[src/sgm_pkg.sv]
package sgm_pkg;

  // Clock and timing
  localparam int CLK_PERIOD_NS = 50;
  localparam int T_RAS_MIN_NS  = 60;
  localparam int RAS_MIN_CYC   = (T_RAS_MIN_NS + CLK_PERIOD_NS - 1) / CLK_PERIOD_NS;

  // Widths
  localparam int ADDR_W = 10;
  localparam int COL_W  = 8;
  localparam int DATA_W = 32;
  localparam int LANES  = 4;
  localparam int AP_W   = 9;

  // Mode word layout and codes
  localparam int OPT_LSB  = 7;
  localparam int LAT_LSB  = 4;
  localparam int WRAP_BIT = 3;
  localparam int LEN_LSB  = 0;
  localparam logic [2:0] OPT_BRSW = 3'h4;
  localparam logic [2:0] LAT_1    = 3'h1;
  localparam logic [2:0] LAT_3    = 3'h3;
  localparam logic [2:0] LEN_1    = 3'h0;
  localparam logic [2:0] LEN_2    = 3'h1;
  localparam logic [2:0] LEN_4    = 3'h2;
  localparam logic [2:0] LEN_8    = 3'h3;
  localparam logic [2:0] LEN_PAGE = 3'h7;

  // Address bits with a command meaning
  localparam int BANK_BIT  = 9;
  localparam int AP_BIT    = 8;
  localparam int COLOR_BIT = 6;
  localparam int MASK_BIT  = 5;

  // Reset values
  localparam logic [9:0]  MODE_RST  = 10'h020;
  localparam logic [31:0] COLOR_RST = 32'h00000000;
  localparam logic [31:0] MASK_RST  = 32'hFFFFFFFF;

  // Auto precharge offsets indexed by latency, relative to the last data clock
  localparam int AP_RD_OFF [4] = '{0, 0, -1, -1};
  localparam int AP_WR_OFF [4] = '{0, 1, 1, 2};
  localparam int AP_BW_OFF [4] = '{0, 2, 2, 3};

  typedef enum logic [1:0] {
    SGM_OP_READ  = 2'b00,
    SGM_OP_WRITE = 2'b01,
    SGM_OP_BLOCK = 2'b10
  } sgm_op_kind_t;

  typedef enum logic [1:0] {
    SGM_ENG_IDLE  = 2'b00,
    SGM_ENG_READ  = 2'b01,
    SGM_ENG_WRITE = 2'b10
  } sgm_eng_t;

  typedef struct packed {
    sgm_op_kind_t      kind;
    logic              bank;
    logic [COL_W-1:0]  col;
    logic [DATA_W-1:0] data;
    logic [DATA_W-1:0] bitmask;
    logic [DATA_W-1:0] colmask;
  } sgm_op_t;

  localparam int OP_W = $bits(sgm_op_t);

endpackage

[src/sgm_stream_if.sv]
`timescale 1ns/1ps
interface sgm_stream_if #(parameter int W = 8) ();
  logic         valid;
  logic         ready;
  logic [W-1:0] data;
  modport src (output valid, output data, input ready);
  modport snk (input valid, input data, output ready);
endinterface

[src/sgm_core.sv]
// Overview of operation
// - Mode set captures A9..A0 and keeps it until reprogrammed.
// - Mode word: options A9-A7, latency A6-A4, wrap A3, length A2-A0.
// - Latency codes 1, 2, 3 select one to three clocks; others reserved.
// - Sequential lengths 1, 2, 4, 8 and full 256-column page; others reserved.
// - Interleave allows only lengths 4 and 8.
// - Sequential counts up wrapping in block; interleave xors start with count.
// - Options code 100 gives burst reads with single-word writes.
// - Special set with A6 high, A5 low loads data pins into color.
// - Special set with A5 high, A6 low loads data pins into mask.
// - A8 high on read or write closes the bank after the burst, after minimum row time.
// - Auto close offsets: read 0/-1/-1, write +1/+1/+2, block +2/+2/+3.
// - Write mask combines mask register and byte mask; byte mask wins.
// - Block write stores color into eight columns, data pins enable columns.
// - A9 picks the bank; A8 on precharge closes all banks.
`timescale 1ns/1ps
module sgm_core #(
  parameter int BUF_DEPTH = 2
) (
  input  wire logic                          clock,
  input  wire logic                          rst_n,
  input  wire logic                          cs_n,
  input  wire logic                          ras_n,
  input  wire logic                          cas_n,
  input  wire logic                          we_n,
  input  wire logic                          special_function_select,
  input  wire logic [sgm_pkg::ADDR_W-1:0]    addr,
  input  wire logic [sgm_pkg::DATA_W-1:0]    dq_in,
  input  wire logic [sgm_pkg::LANES-1:0]     dqm,
  input  wire logic                          arr_ready,
  output logic                               arr_valid,
  output logic [1:0]                         arr_kind,
  output logic                               arr_bank,
  output logic [sgm_pkg::COL_W-1:0]          arr_col,
  output logic [sgm_pkg::DATA_W-1:0]         arr_data,
  output logic [sgm_pkg::DATA_W-1:0]         arr_bitmask,
  output logic [sgm_pkg::DATA_W-1:0]         arr_colmask,
  output logic [1:0]                         pre_start,
  output logic [sgm_pkg::ADDR_W-1:0]         mode_cfg,
  output logic [1:0]                         latency_field,
  output logic                               mode_illegal,
  output logic [1:0]                         write_per_bit
);
  logic [sgm_pkg::ADDR_W-1:0] burst_mode_config_q;
  logic [sgm_pkg::DATA_W-1:0] block_fill_color_q;
  logic [sgm_pkg::DATA_W-1:0] bit_write_mask_q;
  logic [1:0]                 latency_q;
  logic                       illegal_q;
  logic [1:0]                 bmen_q;
  logic [1:0]                 pre_q;
  sgm_pkg::sgm_eng_t          eng_q;
  sgm_pkg::sgm_eng_t          eng_d;
  logic                       eng_bank_q;

  logic sel;
  logic mode_reg_set;
  logic special_reg_set;
  logic bank_activate;
  logic precharge;
  logic read_cmd;
  logic write_cmd;
  logic block_cmd;
  logic burst_halt;
  logic col_cmd;

  assign sel             = !cs_n;
  assign mode_reg_set    = sel && !ras_n && !cas_n && !we_n && !special_function_select;
  assign special_reg_set = sel && !ras_n && !cas_n && !we_n && special_function_select;
  assign bank_activate   = sel && !ras_n && cas_n && we_n;
  assign precharge       = sel && !ras_n && cas_n && !we_n && !special_function_select;
  assign read_cmd        = sel && ras_n && !cas_n && we_n && !special_function_select;
  assign write_cmd       = sel && ras_n && !cas_n && !we_n && !special_function_select;
  assign block_cmd       = sel && ras_n && !cas_n && !we_n && special_function_select;
  assign burst_halt      = sel && ras_n && cas_n && !we_n && !special_function_select;
  assign col_cmd         = read_cmd || write_cmd || block_cmd;

  // Mode word fields
  logic [2:0]                latency_code;
  logic                      wrap_order_bit;
  logic [2:0]                burst_len_field;
  logic                      single_write;
  logic [sgm_pkg::COL_W-1:0] len_mask;

  assign latency_code    = burst_mode_config_q[sgm_pkg::LAT_LSB +: 3];
  assign wrap_order_bit  = burst_mode_config_q[sgm_pkg::WRAP_BIT];
  assign burst_len_field = burst_mode_config_q[sgm_pkg::LEN_LSB +: 3];
  assign single_write    = burst_mode_config_q[sgm_pkg::OPT_LSB +: 3] == sgm_pkg::OPT_BRSW;

  function automatic logic mode_legal(input logic [sgm_pkg::ADDR_W-1:0] m);
    logic lat_ok;
    logic len_ok;
    lat_ok = m[sgm_pkg::LAT_LSB +: 3] >= sgm_pkg::LAT_1 && m[sgm_pkg::LAT_LSB +: 3] <= sgm_pkg::LAT_3;
    if (m[sgm_pkg::WRAP_BIT])
      len_ok = m[sgm_pkg::LEN_LSB +: 3] == sgm_pkg::LEN_4 || m[sgm_pkg::LEN_LSB +: 3] == sgm_pkg::LEN_8;
    else
      len_ok = m[sgm_pkg::LEN_LSB +: 3] <= sgm_pkg::LEN_8 || m[sgm_pkg::LEN_LSB +: 3] == sgm_pkg::LEN_PAGE;
    return lat_ok && len_ok;
  endfunction

  // Reserved codes fall back to single-word bursts
  always_comb
  begin
    case (burst_len_field)
      sgm_pkg::LEN_2:    len_mask = 8'h01;
      sgm_pkg::LEN_4:    len_mask = 8'h03;
      sgm_pkg::LEN_8:    len_mask = 8'h07;
      sgm_pkg::LEN_PAGE: len_mask = 8'hFF;
      default:           len_mask = 8'h00;
    endcase
    if (illegal_q)
      len_mask = 8'h00;
  end

  // Mode register
  always_ff @(posedge clock or negedge rst_n)
  begin
    if (!rst_n)
    begin
      burst_mode_config_q <= sgm_pkg::MODE_RST;
      latency_q           <= sgm_pkg::MODE_RST[sgm_pkg::LAT_LSB +: 2];
      illegal_q           <= 1'b0;
    end
    else if (mode_reg_set)
    begin
      burst_mode_config_q <= addr;
      latency_q           <= mode_legal(addr) ? addr[sgm_pkg::LAT_LSB +: 2] : 2'h0;
      illegal_q           <= !mode_legal(addr);
    end
  end

  // Color and mask registers; a load with both selects high changes neither
  always_ff @(posedge clock or negedge rst_n)
  begin
    if (!rst_n)
    begin
      block_fill_color_q <= sgm_pkg::COLOR_RST;
      bit_write_mask_q   <= sgm_pkg::MASK_RST;
    end
    else if (special_reg_set)
    begin
      if (addr[sgm_pkg::COLOR_BIT] && !addr[sgm_pkg::MASK_BIT])
        block_fill_color_q <= dq_in;
      if (addr[sgm_pkg::MASK_BIT] && !addr[sgm_pkg::COLOR_BIT])
        bit_write_mask_q <= dq_in;
    end
  end

  // Burst engine
  logic                      multi;
  logic                      stop;
  logic                      eng_go;
  logic                      in_ready;
  logic [sgm_pkg::COL_W-1:0] seq_col;
  logic                      seq_last;

  assign multi  = (len_mask != 8'h00) && (read_cmd || (write_cmd && !single_write));
  assign stop   = (burst_halt && burst_len_field == sgm_pkg::LEN_PAGE && !illegal_q)
                || (precharge && (addr[sgm_pkg::AP_BIT] || addr[sgm_pkg::BANK_BIT] == eng_bank_q));
  assign eng_go = (eng_q != sgm_pkg::SGM_ENG_IDLE) && !col_cmd && !stop && in_ready;

  always_comb
  begin
    eng_d = eng_q;
    case (eng_q)
      sgm_pkg::SGM_ENG_IDLE:  eng_d = sgm_pkg::SGM_ENG_IDLE;
      sgm_pkg::SGM_ENG_READ,
      sgm_pkg::SGM_ENG_WRITE:
      begin
        if (stop || (eng_go && seq_last))
          eng_d = sgm_pkg::SGM_ENG_IDLE;
      end
      default:                eng_d = sgm_pkg::SGM_ENG_IDLE;
    endcase
    if (col_cmd)
      eng_d = !multi ? sgm_pkg::SGM_ENG_IDLE : (read_cmd ? sgm_pkg::SGM_ENG_READ : sgm_pkg::SGM_ENG_WRITE);
  end

  always_ff @(posedge clock or negedge rst_n)
  begin
    if (!rst_n)
    begin
      eng_q      <= sgm_pkg::SGM_ENG_IDLE;
      eng_bank_q <= 1'b0;
    end
    else
    begin
      eng_q <= eng_d;
      if (col_cmd)
        eng_bank_q <= addr[sgm_pkg::BANK_BIT];
    end
  end

  sgm_burst_seq #(
    .COL_W      (sgm_pkg::COL_W)
  ) u_seq (
    .clock      (clock),
    .rst_n      (rst_n),
    .load       (col_cmd && multi),
    .advance    (eng_go),
    .interleave (wrap_order_bit),
    .start      (addr[sgm_pkg::COL_W-1:0]),
    .len_mask   (len_mask),
    .col        (seq_col),
    .last       (seq_last)
  );

  // Write mask per byte lane: byte mask first, then bit mask if enabled
  logic                       op_bank;
  logic [sgm_pkg::DATA_W-1:0] wr_mask;
  assign op_bank = col_cmd ? addr[sgm_pkg::BANK_BIT] : eng_bank_q;
  for (genvar l = 0; l < sgm_pkg::LANES; l++)
  begin : g_lane
    assign wr_mask[l*8 +: 8] = dqm[l] ? 8'h00 : (bmen_q[op_bank] ? bit_write_mask_q[l*8 +: 8] : 8'hFF);
  end

  // Operation into the buffer
  sgm_stream_if #(.W(sgm_pkg::OP_W)) op_s ();
  sgm_pkg::sgm_op_t op;
  sgm_pkg::sgm_op_t head;
  logic             is_wr;

  always_comb
  begin
    op      = '0;
    op.bank = op_bank;
    if (col_cmd)
    begin
      op.kind = read_cmd ? sgm_pkg::SGM_OP_READ : (write_cmd ? sgm_pkg::SGM_OP_WRITE : sgm_pkg::SGM_OP_BLOCK);
      op.col  = block_cmd ? {addr[sgm_pkg::COL_W-1:3], 3'h0} : addr[sgm_pkg::COL_W-1:0];
    end
    else
    begin
      op.kind = (eng_q == sgm_pkg::SGM_ENG_READ) ? sgm_pkg::SGM_OP_READ : sgm_pkg::SGM_OP_WRITE;
      op.col  = seq_col;
    end
    is_wr = op.kind != sgm_pkg::SGM_OP_READ;
    if (block_cmd)
    begin
      op.data    = block_fill_color_q;
      op.colmask = dq_in;
    end
    else if (is_wr)
      op.data = dq_in;
    if (is_wr)
      op.bitmask = wr_mask;
  end

  assign op_s.valid = col_cmd || ((eng_q != sgm_pkg::SGM_ENG_IDLE) && !stop);
  assign op_s.data  = op;
  assign in_ready   = op_s.ready;

  sgm_fifo2 #(
    .W         (sgm_pkg::OP_W),
    .DEPTH     (BUF_DEPTH)
  ) u_buf (
    .clock     (clock),
    .rst_n     (rst_n),
    .in_s      (op_s.snk),
    .out_valid (arr_valid),
    .out_ready (arr_ready),
    .out_data  (head)
  );

  assign arr_kind    = head.kind;
  assign arr_bank    = head.bank;
  assign arr_col     = head.col;
  assign arr_data    = head.data;
  assign arr_bitmask = head.bitmask;
  assign arr_colmask = head.colmask;

  // Auto precharge delay from the command clock
  logic [sgm_pkg::AP_W-1:0] ap_delay;
  always_comb
  begin
    int blen;
    int d;
    d    = 0;
    blen = int'(len_mask) + 1;
    if (read_cmd)
      d = int'(latency_q) + blen - 1 + sgm_pkg::AP_RD_OFF[latency_q];
    else if (write_cmd)
      d = (single_write ? 1 : blen) - 1 + sgm_pkg::AP_WR_OFF[latency_q];
    else
      d = sgm_pkg::AP_BW_OFF[latency_q];
    if (d < 1)
      d = 1;
    ap_delay = sgm_pkg::AP_W'(d - 1);
  end

  // Per-bank row timing, bit-mask enable and precharge start
  logic [1:0] ras_ok;
  logic [1:0] ap_fire;
  for (genvar b = 0; b < 2; b++)
  begin : g_bank
    logic [2:0]               ras_cnt_q;
    logic                     ap_pend_q;
    logic [sgm_pkg::AP_W-1:0] ap_cnt_q;
    logic                     hit;
    logic                     pre_hit;
    assign hit        = addr[sgm_pkg::BANK_BIT] == 1'(b);
    assign pre_hit    = precharge && (addr[sgm_pkg::AP_BIT] || hit);
    assign ras_ok[b]  = ras_cnt_q == 3'h0;
    assign ap_fire[b] = ap_pend_q && ap_cnt_q == '0 && ras_ok[b];
    always_ff @(posedge clock or negedge rst_n)
    begin
      if (!rst_n)
      begin
        ras_cnt_q <= 3'h0;
        ap_pend_q <= 1'b0;
        ap_cnt_q  <= '0;
        bmen_q[b] <= 1'b0;
        pre_q[b]  <= 1'b0;
      end
      else
      begin
        pre_q[b] <= pre_hit || ap_fire[b];
        if (bank_activate && hit)
          ras_cnt_q <= 3'(sgm_pkg::RAS_MIN_CYC);
        else if (ras_cnt_q != 3'h0)
          ras_cnt_q <= ras_cnt_q - 3'h1;
        if (bank_activate && hit)
          bmen_q[b] <= special_function_select;
        else if (pre_hit || ap_fire[b])
          bmen_q[b] <= 1'b0;
        if (col_cmd && hit && addr[sgm_pkg::AP_BIT])
        begin
          ap_pend_q <= 1'b1;
          ap_cnt_q  <= ap_delay;
        end
        else if (pre_hit || ap_fire[b])
          ap_pend_q <= 1'b0;
        else if (ap_cnt_q != '0)
          ap_cnt_q <= ap_cnt_q - 1'b1;
      end
    end
  end

  assign pre_start     = pre_q;
  assign mode_cfg      = burst_mode_config_q;
  assign latency_field = latency_q;
  assign mode_illegal  = illegal_q;
  assign write_per_bit = bmen_q;

  logic [sgm_pkg::COL_W-1:0] prev_col_q;
  logic                      prev_go_q;
  always_ff @(posedge clock or negedge rst_n)
  begin
    if (!rst_n)
    begin
      prev_col_q <= '0;
      prev_go_q  <= 1'b0;
    end
    else
    begin
      prev_col_q <= op.col;
      prev_go_q  <= op_s.valid && in_ready;
    end
  end
endmodule

[src/sgm_fifo2.sv]
`timescale 1ns/1ps
module sgm_fifo2 #(
  parameter int W     = 8,
  parameter int DEPTH = 2
) (
  input  wire logic         clock,
  input  wire logic         rst_n,
  sgm_stream_if.snk         in_s,
  output logic              out_valid,
  input  wire logic         out_ready,
  output logic [W-1:0]      out_data
);
  logic [DEPTH-1:0] vld_q;
  logic [W-1:0]     mem_q [DEPTH];
  logic [DEPTH-1:0] sh_v;
  logic [W-1:0]     sh_m  [DEPTH];
  logic             push;
  logic             pop;

  assign in_s.ready = !vld_q[DEPTH-1];
  assign push       = in_s.valid && !vld_q[DEPTH-1];
  assign pop        = vld_q[0] && out_ready;
  assign out_valid  = vld_q[0];
  assign out_data   = mem_q[0];

  // Shift register: head entry always drives the output
  for (genvar i = 0; i < DEPTH; i++)
  begin : g_ent
    if (i < DEPTH - 1)
    begin : g_mid
      assign sh_v[i] = pop ? vld_q[i+1] : vld_q[i];
      assign sh_m[i] = pop ? mem_q[i+1] : mem_q[i];
    end
    else
    begin : g_top
      assign sh_v[i] = pop ? 1'b0 : vld_q[i];
      assign sh_m[i] = mem_q[i];
    end
    logic wr_here;
    if (i == 0)
    begin : g_first
      assign wr_here = push && !sh_v[0];
    end
    else
    begin : g_rest
      assign wr_here = push && !sh_v[i] && sh_v[i-1];
    end
    always_ff @(posedge clock or negedge rst_n)
    begin
      if (!rst_n)
      begin
        vld_q[i] <= 1'b0;
        mem_q[i] <= '0;
      end
      else
      begin
        vld_q[i] <= sh_v[i] || wr_here;
        mem_q[i] <= wr_here ? in_s.data : sh_m[i];
      end
    end
  end
endmodule

[src/sgm_burst_seq.sv]
`timescale 1ns/1ps
module sgm_burst_seq #(
  parameter int COL_W = 8
) (
  input  wire logic             clock,
  input  wire logic             rst_n,
  input  wire logic             load,
  input  wire logic             advance,
  input  wire logic             interleave,
  input  wire logic [COL_W-1:0] start,
  input  wire logic [COL_W-1:0] len_mask,
  output logic      [COL_W-1:0] col,
  output logic                  last
);
  logic [COL_W-1:0] start_q;
  logic [COL_W-1:0] mask_q;
  logic [COL_W-1:0] count_q;
  logic             ilv_q;
  logic [COL_W-1:0] sum;

  always_ff @(posedge clock or negedge rst_n)
  begin
    if (!rst_n)
    begin
      start_q <= '0;
      mask_q  <= '0;
      count_q <= '0;
      ilv_q   <= 1'b0;
    end
    else if (load)
    begin
      start_q <= start;
      mask_q  <= len_mask;
      ilv_q   <= interleave;
      count_q <= COL_W'(1);
    end
    else if (advance)
    begin
      count_q <= count_q + COL_W'(1);
    end
  end

  // Sequential wraps inside the aligned block, interleave xors the word count
  assign sum  = start_q + count_q;
  assign col  = ilv_q ? (start_q ^ count_q) : ((start_q & ~mask_q) | (sum & mask_q));
  assign last = (count_q == mask_q);
endmodule

[config.mk]
export PLATFORM = sky130hd
export DESIGN_NAME = sgm_core
export DESIGN_NICKNAME = d
export VERILOG_FILES = /design/src/sgm_pkg.sv /design/src/sgm_stream_if.sv /design/src/sgm_core.sv /design/src/sgm_fifo2.sv /design/src/sgm_burst_seq.sv
export SDC_FILE = /design/constraint.sdc
export NUM_CORES = 1
export LEC_CHECK = 0
export BUFFER_PORTS_ARGS = -buffer_cell sky130_fd_sc_hd__buf_2
export CAP_MARGIN = 5
export CORE_MARGIN = 4
export CORE_UTILIZATION = 35
export DETAILED_ROUTE_END_ITERATION = 16
export PLACE_DENSITY = 0.54
export SYNTH_ARGS = -nofsm -noshare
export SYNTH_HDL_FRONTEND = slang
export SYNTH_SLANG_ARGS = --single-unit
export TNS_END_PERCENT = 100
[constraint.sdc]
create_clock -name clock -period 9.6 [get_ports clock]
set_input_delay 1.92 -clock clock [delete_from_list [all_inputs] [get_ports clock]]
set_output_delay 1.92 -clock clock [all_outputs]
set_load 0.005 [all_outputs]
### Word level (Yosys, flattened, before mapping)

Index checks and enable logic that the tools add are counted.

* bits in registers: 351
* bits of input ports: 54

* add/sub/neg operators: 13
* magnitude comparators: 6
* equal/unequal tests: 15
* multiplexer cells: 68
* bitwise gates (word level): 7
* reduce and logical (&&, ||, !) cells: 107

Operator list (number)
* $mux 32: 12
* $mux 107: 3
* $bmux 32 s2: 3
* $mux 8: 13
* $mux 9: 8
* $logic_and 1x1->1: 51
* $add 10x32->32: 1
* $add 11x32->32: 1
* $lt 32x2->1 const B: 1
* $pmux 8 s4: 1
* $reduce_bool 2->1: 12
* $logic_not 9->1: 2
* $mux 2: 9
* $reduce_bool 9->1: 2
* $sub 9x1->9 const B: 2
* $and 8x8->8: 2
* $logic_not 1->1: 15
* $logic_or 1x1->1: 15
* $mux 3: 5
* $mux 1: 14
* $eq 3x2->1 const B: 4
* $sub 10x1->11 const B: 1
* $add 2x9->10: 1
* $sub 9x1->10 const B: 1
* other kinds (27): 37

### Depth between registers and ports, before layout

Gate-level depths: netlist (run 1).

* depth in word-level cells: 16
* mapped depth: 35

### Hierarchy

Synthesis (run 1) repeated with hierarchy kept, for this count alone.

* cell total of the unflattened synthesis: 1675
* area, all modules: 19553.8 um^2

Modules (own cells, without submodules)
* sgm_fifo2: times used 1, cells an instance 687, area each 10055.9 um^2
* sgm_core: times used 1, cells an instance 835, area each 7947.6 um^2
* sgm_burst_seq: times used 1, cells an instance 153, area each 1550.2 um^2

### Worst setup path before layout (run 1)

OpenSTA, ideal clock, no wires.

* kind: register to register
* start point: register burst_mode_config_q (netlist bit mode_cfg[2])
* end point: register g_bank[1].ap_cnt_q[8] (netlist bit)
* arrival: 6541 ps
* required time: 9469 ps
* setup slack: 2927 ps
* cell stages (with the launch flop): 34
* clock period less this slack: 6673 ps
* path through: dfrtp_1 -> inv_1 -> maj3_1 -> nand2b_1 -> inv_1 -> ha_1 -> xnor2_4 -> inv_2 -> ha_1 -> a21o_1 -> a21oi_1 -> xnor2_1 -> ha_1 -> nand3_1 -> o22ai_1 -> nor3_1 -> nor2_1 -> a21o_1 -> a21oi_1 -> fa_1 -> nor4bb_1 -> nand4_1 -> or3_1 -> o211a_1 -> nor4b_1 -> a31o_2 -> nor2_1 -> ha_1 -> clkbuf_1 -> inv_1 -> nor2_1 -> nand2_1 -> mux2i_1 -> or3_1

* word-level cells in the longest chain between the ends: 13
* elaborated cells on any way between the ends: 19
* those cells by class: add/sub: 7; order compare: 1; eq/ne: 4; mux: 7

Ends and longest elaborated chain
* start: declaration: line sgm_core.sv:44 `logic [sgm_pkg::ADDR_W-1:0] burst_mode_config_q;`
* start signal: assignment: line sgm_core.sv:119 `burst_mode_config_q <= sgm_pkg::MODE_RST;`
* start signal: assignment: line sgm_core.sv:125 `burst_mode_config_q <= addr;`
* $eq 3x3->1, or another cell as far along: line sgm_core.sv:103 `case (burst_len_field)`
* $pmux 8 s4 *: line sgm_core.sv:103
* $mux 8 *: line sgm_core.sv:110 `if (illegal_q)`
* named net len_mask (one bit): line sgm_core.sv:82 `logic [sgm_pkg::COL_W-1:0] len_mask;`
* $add 8x1->9 *: line sgm_core.sv:278 `blen = int'(len_mask) + 1;`
* parallel branches: the longest is 4 deep, another holds $add 11x32->32
* $mux 32 *: line sgm_core.sv:279 `if (read_cmd)`
* $lt 32x2->1: line sgm_core.sv:285 `if (d < 1)`
* $mux 9 *: line sgm_core.sv:285
* $sub 9x2->9 *: line sgm_core.sv:287 `ap_delay = sgm_pkg::AP_W'(d - 1);`
* $mux 9 *: line sgm_core.sv:325 `if (col_cmd && hit && addr[sgm_pkg::AP_BIT])`
* end signal: assignment: line sgm_core.sv:328 `ap_cnt_q <= ap_delay;`
* end signal: assignment: line sgm_core.sv:333 `ap_cnt_q <= ap_cnt_q - 1'b1;`
* end: declaration: line sgm_core.sv:297 `logic [sgm_pkg::AP_W-1:0] ap_cnt_q;`

Mark *: on every way through the listed nets, which the timed path passes.
A chain may end at the register's enable or synchronous reset.

### Worst setup path in the final report (run 1)

Ends and elaborated chain as after synthesis.

==> impl_results.md, run 1 <==
- Synth top area share: 41.9%
- RSZ-0062 raised after global routing: false
- Total grt overflow: 0
- GRT Util Overall: 16.8%
- Pin count of the biggest net entering global routing: 171
- Die Y-Extent: 239 um
- Flop-to-flop setup slack: 1.75 ns
- VDD IR-drop max: 137 uV
- # resized after CTS: 0
- Core area: 52,800 um2
- Hold Buf Count CTS: 0
- Final slew viol count: 0
- WL/cell: 18.3 um
- Slew HR: 22.6%
- Max Clock Freq: 127 MHz
- Synth top area cells: dfrtp_1, mux2_2, nand2_1
- Slowest CP cell: fa_1
- Most common cell in the synthesized netlist: nand2_1
- Worst setup SP type: flip-flop
- Layout cells sized above 1: 25.8%
- Total clock sinks: 347
- Clock Latency Late Sink: 0.57 ns
- Die area: 57,200 um2
- Longest Clk Path Bufs: 3
- Setup TNS: 0 ns
- Mapped Avg Cell Area: 9.86 um2
- WP data required: 10.04 ns
- Hold Path Class: flip-flop to flip-flop
- Starting density of the core: 35.5%
- Unique masters post-synth: 85
- Area Growth Syn to Fin: 11.0%
- Nets: 2,047
- Placer Congestion: 0.832
- # Max-Cap Violations: 0
- DRC errors left: 0
- Final min period: 7.85 ns
- Status: finished clean
- Synthesized area: 18,700 um2
- 1st-pass router iterations: 5
- Antenna violations before repair: 2
- Post-CTS setup buffer count: 0
- Crit path arrival time: 8.29 ns
- Htree depth: 2
- Critical Path End Type: flip-flop
- Via/cell ratio: 5.11
- Setup CP Type: flip-flop to flip-flop
- I/O Pins: 179
- Final period utilization: 81.8%
- Crit Path Max Fanout: 9
- Post-DP HPWL: 32.3 mm
- Sequential area share after synthesis: 46.6%
- Async S/R FF share, synth: 100%
- Final ANT Viol Nets: 0
- CTS tree: done
- Total power density per cell area: 271 nW/um2
- Syn Inst Count: 1,898
- CTS buffer count: 42
- Predominant post-synthesis flop cell: dfrtp_1
- Post-synth top cells: nand2_1, dfrtp_1, o21ai_0, mux2_2, buf_4
- Site Rows: 84
- Pleak: 9.86 nW
- Largest area contributor in the netlist: dfrtp_1
- Die Wd: 239 um
- FF+latch count, synth: 347
- Clock Skews: 0.0118 ns
- Port bufs: 178
- Net Count, Synth: 2,018
- Clk root buf: clkbuf_16
- Vias in the first global route: 13,600
- Most common cell on crit path: ha_1
- Starting DRT DRC Count: 848
- Clk slew on worst S/H paths: 0.06 ns
- First-pass GRT wire length: 77.4 mm
- Slowest Stage Delay on Critical Path: 0.50 ns
- Worst-Margin Slew: 1.15 ns
- Final core utilization: 39.4%
- # setup viols final: 0
- YS warnings: 0
- Hold Fails Final Rpt: 0
- Vias after detailed routing: 13,600
- Routed wire length: 48.6 mm
- EDFF count, synth: 0
through the flow:
step           instances  setup slack (ns)  power (mW)  area (um2)  hold WS (ns)
2_1_floorplan       1898              2.93        3.61       18700         0.446
3_3_place_gp        2571              2.08        4.02       19400         0.445
3_5_place_dp        2571              1.81        4.10       19400         0.447
4_1_cts             2649              1.78        5.72       20800         0.461
5_1_grt             2650              1.17        6.08       20800         0.477
6_report            2651              1.75        5.64       20800         0.457
cell usage in the layout, fill, tap and decap left out, types with 14 or more instances in the layout:
cell type	count
ha_1	51
a21oi_1	39
inv_1	47
nor2_1	64
o21ai_0	272
mux2_2	175
buf_2	177
nand2_1	367
fa_1	15
nor3_1	16
nand2b_1	14
buf_4	14
dfrtp_1	313
a22oi_1	36
clkbuf_16	42
xnor2_1	25
mux2i_1	16
dfstp_2	34
clkbuf_1	15
state kept, by name (all words and copies together) (netlist names), 2 cells and up:
name	flops
g_bank.ap_cnt_q	18
write_per_bit	2
u_buf.out_data	107
g_bank.ras_cnt_q	6
bit_write_mask_q	32
block_fill_color_q	32
u_seq.start_q	8
eng_q	2
pre_start	2
g_bank.ap_pend_q	2
mode_cfg	10
u_buf.mem_q	107
u_seq.mask_q	4
latency_field	2
u_seq.count_q	8
power by group:
part | switching [mW] | internal, mW
logic | 1.05 | 0.836
registers | 0.265 | 1.90
clock network | 0.652 | 0.929
cells by family (layout without fill, tap and decap cells):
kind of cell,Yosys count,count (layout),synth area share [%]
AOI/OAI and AO/OA,418,418,12.9
xor gates and xnor gates,39,39,1.93
adders and majority gates,67,67,5.07
buffers and inverters,256,319,7.68
DFF,347,347,46.6
muxes,193,193,11.5
other,0,2,0
and+or+nand+nor,578,578,14.3
routing by layer:
metal	GRT usage, %	wire length (um)
met1	23.9	23300
met2	26.8	22200
met3	2.59	2170
met4	4.71	1020
met5	0	0
area by class of cell:
| class | count | area, um2 |
|---|---|---|
| clock inverters | 14 | 173 |
| repair buffers | 193 | 1030 |
| fillers | 5235 | 32000 |
| multi-input cells | 1295 | 8590 |
| inverters | 48 | 180 |
| clock buffers | 64 | 1200 |
| well taps | 688 | 861 |
| flip-flops and latches | 347 | 8730 |
| diodes | 2 | 5.00 |
final timing paths:
| path | from | endpoint | cells after the start |
|---|---|---|---|
| setup / recovery | mode_cfg[2] | g_bank[1].ap_cnt_q[8] | 32 |
| hold / removal | mode_cfg[5] | mode_cfg[5] | 2 |
| setup reg to reg | mode_cfg[2] | g_bank[1].ap_cnt_q[8] | 32 |
| hold reg to reg | mode_cfg[5] | mode_cfg[5] | 2 |
| max in group asynchronous | rst_n | mode_cfg[4] | 2 |
| min in group asynchronous | rst_n | u_buf.out_data[72] | 1 |
critical path, delay by kind of cell (launching register included):
kind / cells / cell delay [ns]
simple gates: 12 / 2.50
mux: 1 / 0.07
buf+inv: 4 / 0.48
compound gates: 7 / 1.55
xor+xnor: 2 / 0.46
fa+ha+maj: 6 / 2.26
flops: 1 / 0.42
Power figures use the tool's default switching activity.
==> run 2: changes to the inputs <==
- ABC_AREA: unset -> 1
- PLACE_DENSITY: 0.54 -> 0.56
- clock period: 9.6 -> 6.7 ns (I/O delays scaled with it)
==> impl_results.md, run 2 <==
- Final core utilization: 40.0% (+0.60 points)
- Flop-to-flop setup slack: 0.61 ns (-1.13 ns)
- Longest Clk Path Bufs: 3 (unchanged)
- Via/cell ratio: 5.07 (-0.86%)
- Post-synth top cells: nand2_1, dfrtp_1, o21ai_0, inv_1, buf_4
- Routed wire length: 52.7 mm (+8.3%)
- # Max-Cap Violations: 0 (unchanged)
- Vias in the first global route: 15,000 (+10%)
- 1st-pass router iterations: 5 (unchanged)
- Synth top area share: 42.5% (+0.60 points)
- Pleak: 9.92 nW (+0.63%)
- Slowest CP cell: fa_1
- Final min period: 6.09 ns (-1.77 ns)
- Placed insts: 2,916 (+13%)
- Critical Path End Type: flip-flop
- Clock Latency Late Sink: 0.57 ns (about the same)
- Slew HR: 32.3% (+9.7 points)
- Clk root buf: clkbuf_16
- N_diodes: 0 (-2)
- Most common cell on crit path: nand2_1
- Final period utilization: 90.8% (+9.0 points)
- Area Growth Syn to Fin: 12.1%
- Final ANT Viol Nets: 0 (unchanged)
- Synth top area cells: dfrtp_1, nand2_1, o21ai_0
- Hold Fails Final Rpt: 0 (unchanged)
- Net Count, Synth: 2,358 (+17%)
- Starting DRT DRC Count: 1,135 (+34%)
- WP data required: 7.14 ns (-2.90 ns)
- Vias after detailed routing: 15,200 (+12%)
- Slowest Stage Delay on Critical Path: 0.48 ns (-0.02 ns)
- WL/cell: 17.6 um (-4.2%)
- WL met1: 25.3 mm (+8.9%)
- I/O Pins: 179 (unchanged)
- DRC errors left: 0 (unchanged)
- EDFF count, synth: 0 (unchanged)
- Nets: 2,403 (+17%)
- Sequential area share after synthesis: 47.3% (+0.67 points)
- Htree depth: 2 (unchanged)
- Crit path arrival time: 6.53 ns (-1.76 ns)
- Worst-Margin Slew: 1.01 ns (-0.138 ns)
- Predominant post-synthesis flop cell: dfrtp_1
- Total power density per cell area: 392 nW/um2 (+45%)
- Tot Pwr: 8.11 mW (+44%)
- Total grt overflow: 0 (unchanged)
- Commonest cells after routing, fill and taps aside: nand2_1, dfrtp_1, o21ai_0
- Die Y-Extent: 238 um (-0.69%)
- Site Rows: 83 (-1.2%)
- FF+latch count, synth: 347 (unchanged)
- Final Non-Filler Cells: 2,997 (+13%)
- Hold Path Class: flip-flop to flip-flop
- Core area: 51,700 um2 (-2.0%)
- Clk slew on worst S/H paths: 0.06 ns (about the same)
- First-pass GRT wire length: 84.6 mm (+9.3%)
- Pin count of the biggest net entering global routing: 137 (-20%)
- Setup TNS: 0 ns (unchanged)
- Status: finished clean
- Met3 WL: 2.67 mm (+23%)
- Worst setup SP type: flip-flop
- Placer Congestion: 0.902 (+8.5%)
- WL met2: 23.2 mm (+4.7%)
- CTS buffer count: 42 (unchanged)
- Unique masters post-synth: 54 (-36%)
- Max Clock Freq: 164 MHz (+29%)
- Layout cells sized above 1: 15.4% (-10 points)
- Die Wd: 238 um (-0.69%)
- WHS: 0.466 ns (+0.00829 ns)
- # setup viols final: 0 (unchanged)
- VDD IR-drop max: 198 uV (+44%)
- Max Used Layer: met4
- Port bufs: 178 (unchanged)
- Clock Skews: 0.0235 ns (+0.0117 ns)
- Total clock sinks: 347 (unchanged)
- Commonest non-fill, non-tap cell in the layout: nand2_1
- Antenna violations before repair: 1 (-1)
- Setup CP Type: flip-flop to flip-flop
- Most common cell in the synthesized netlist: nand2_1
- Async S/R FF share, synth: 100% (unchanged)
- Mapped Avg Cell Area: 8.24 um2 (-16%)
- GRT Util Overall: 18.5% (+1.7 points)
- Post-DP HPWL: 36.3 mm (+12%)
- Crit Path Max Fanout: 7 (-2)
- Die area: 56,400 um2 (-1.4%)
- CTS tree: done
- YS warnings: 0 (unchanged)
- Syn Inst Count: 2,238 (+18%)
- Synthesized area: 18,400 um2 (-1.4%)
- Starting density of the core: 35.7% (+0.20 points)
- Final slew viol count: 0 (unchanged)
- Largest area contributor in the netlist: dfrtp_1
## run 2: cell count changes after synthesis, moves of 21 or more
cell | before | now
nand2_1 | 368 | 590
inv_1 | 47 | 227
mux2_2 | 175 | 0
nand3_1 | 13 | 92
o211ai_1 | 4 | 47
o21ai_0 | 272 | 311
a21oi_1 | 39 | 72
a22oi_1 | 36 | 3
and3_1 | 6 | 32
nor2_1 | 64 | 90
o311ai_0 | 1 | 22
## run 2: through the flow
stage / cell area, um2 / setup WS, ns
after floorplan: 18400 / 0.896
after global placement: 19200 / 0.507
after detailed placement: 19200 / 0.442
after CTS: 20600 / 0.405
after global routing: 20700 / -0.0171
final: 20700 / 0.614
## run 2: path summary, 6_finish.rpt
check,depth (start not counted),to,from
worst min register to register,1,g_bank[0].ras_cnt_q[2],g_bank[0].ras_cnt_q[2]
worst max register to register,41,g_bank[0].ap_cnt_q[8],mode_cfg[2]
worst max-delay path,41,g_bank[0].ap_cnt_q[8],mode_cfg[2]
min in group asynchronous,1,g_bank[0].ras_cnt_q[0],rst_n
worst min-delay path,1,g_bank[0].ras_cnt_q[2],g_bank[0].ras_cnt_q[2]
max in group asynchronous,2,u_buf.out_data[94],rst_n
## run 2: cell type report
type,count,area [um2]
Fill cell,5225,31100
Sequential cell,347,8730
Multi-Input combinational cell,1453,7680
Clock buffer,63,1220
Timing Repair Buffer,203,1130
Inverter,236,887
Tap cell,680,851
Clock inverter,15,174
## run 2: power by group
| group | leakage [nW] | internal [mW] | total (mW) | switching, mW |
|---|---|---|---|---|
| clock | 0.680 | 1.35 | 2.28 | 0.932 |
| sequential | 4.34 | 2.77 | 3.21 | 0.445 |
| combinational | 4.90 | 1.04 | 2.61 | 1.57 |
| total | 9.92 | 5.16 | 8.11 | 2.95 |
## run 2: worst max-delay path, delay by kind of cell (launching register included)
kind | cells | cell delay (ns)
buffers and inverters | 8 | 0.68
adders and majority gates | 7 | 2.32
DFF | 1 | 0.43
and+or+nand+nor | 25 | 2.39
AOI/OAI and AO/OA | 1 | 0.16
## run 2: cells by family after synthesis
| kind of cell | count (synthesis) | share of synthesized area (%) |
|---|---|---|
| AND/OR/NAND/NOR | 864 | 19.8 |
| AO/OA/AOI/OAI | 501 | 15.5 |
| buffers and inverters | 438 | 11.2 |
| flip-flops | 347 | 47.3 |
| adder cells (fa/ha/maj) | 66 | 5.09 |
| XOR/XNOR | 21 | 0.997 |
| multiplexers | 1 | 0.0543 |
## run 2: what timing repair did
action                     CTS  global route
hold buffers                 0             0
setup endpoints to repair    0            10
gates resized for setup      0             4
buffers inserted             0             3
## run 2: routing by layer
metal | vias to the layer above | GRT usage, %
met1 | 7375 | 27.4
met5 | - | 0
met2 | 417 | 28.1
li1 | 7324 | -
met4 | 0 | 5.84
met3 | 76 | 2.68
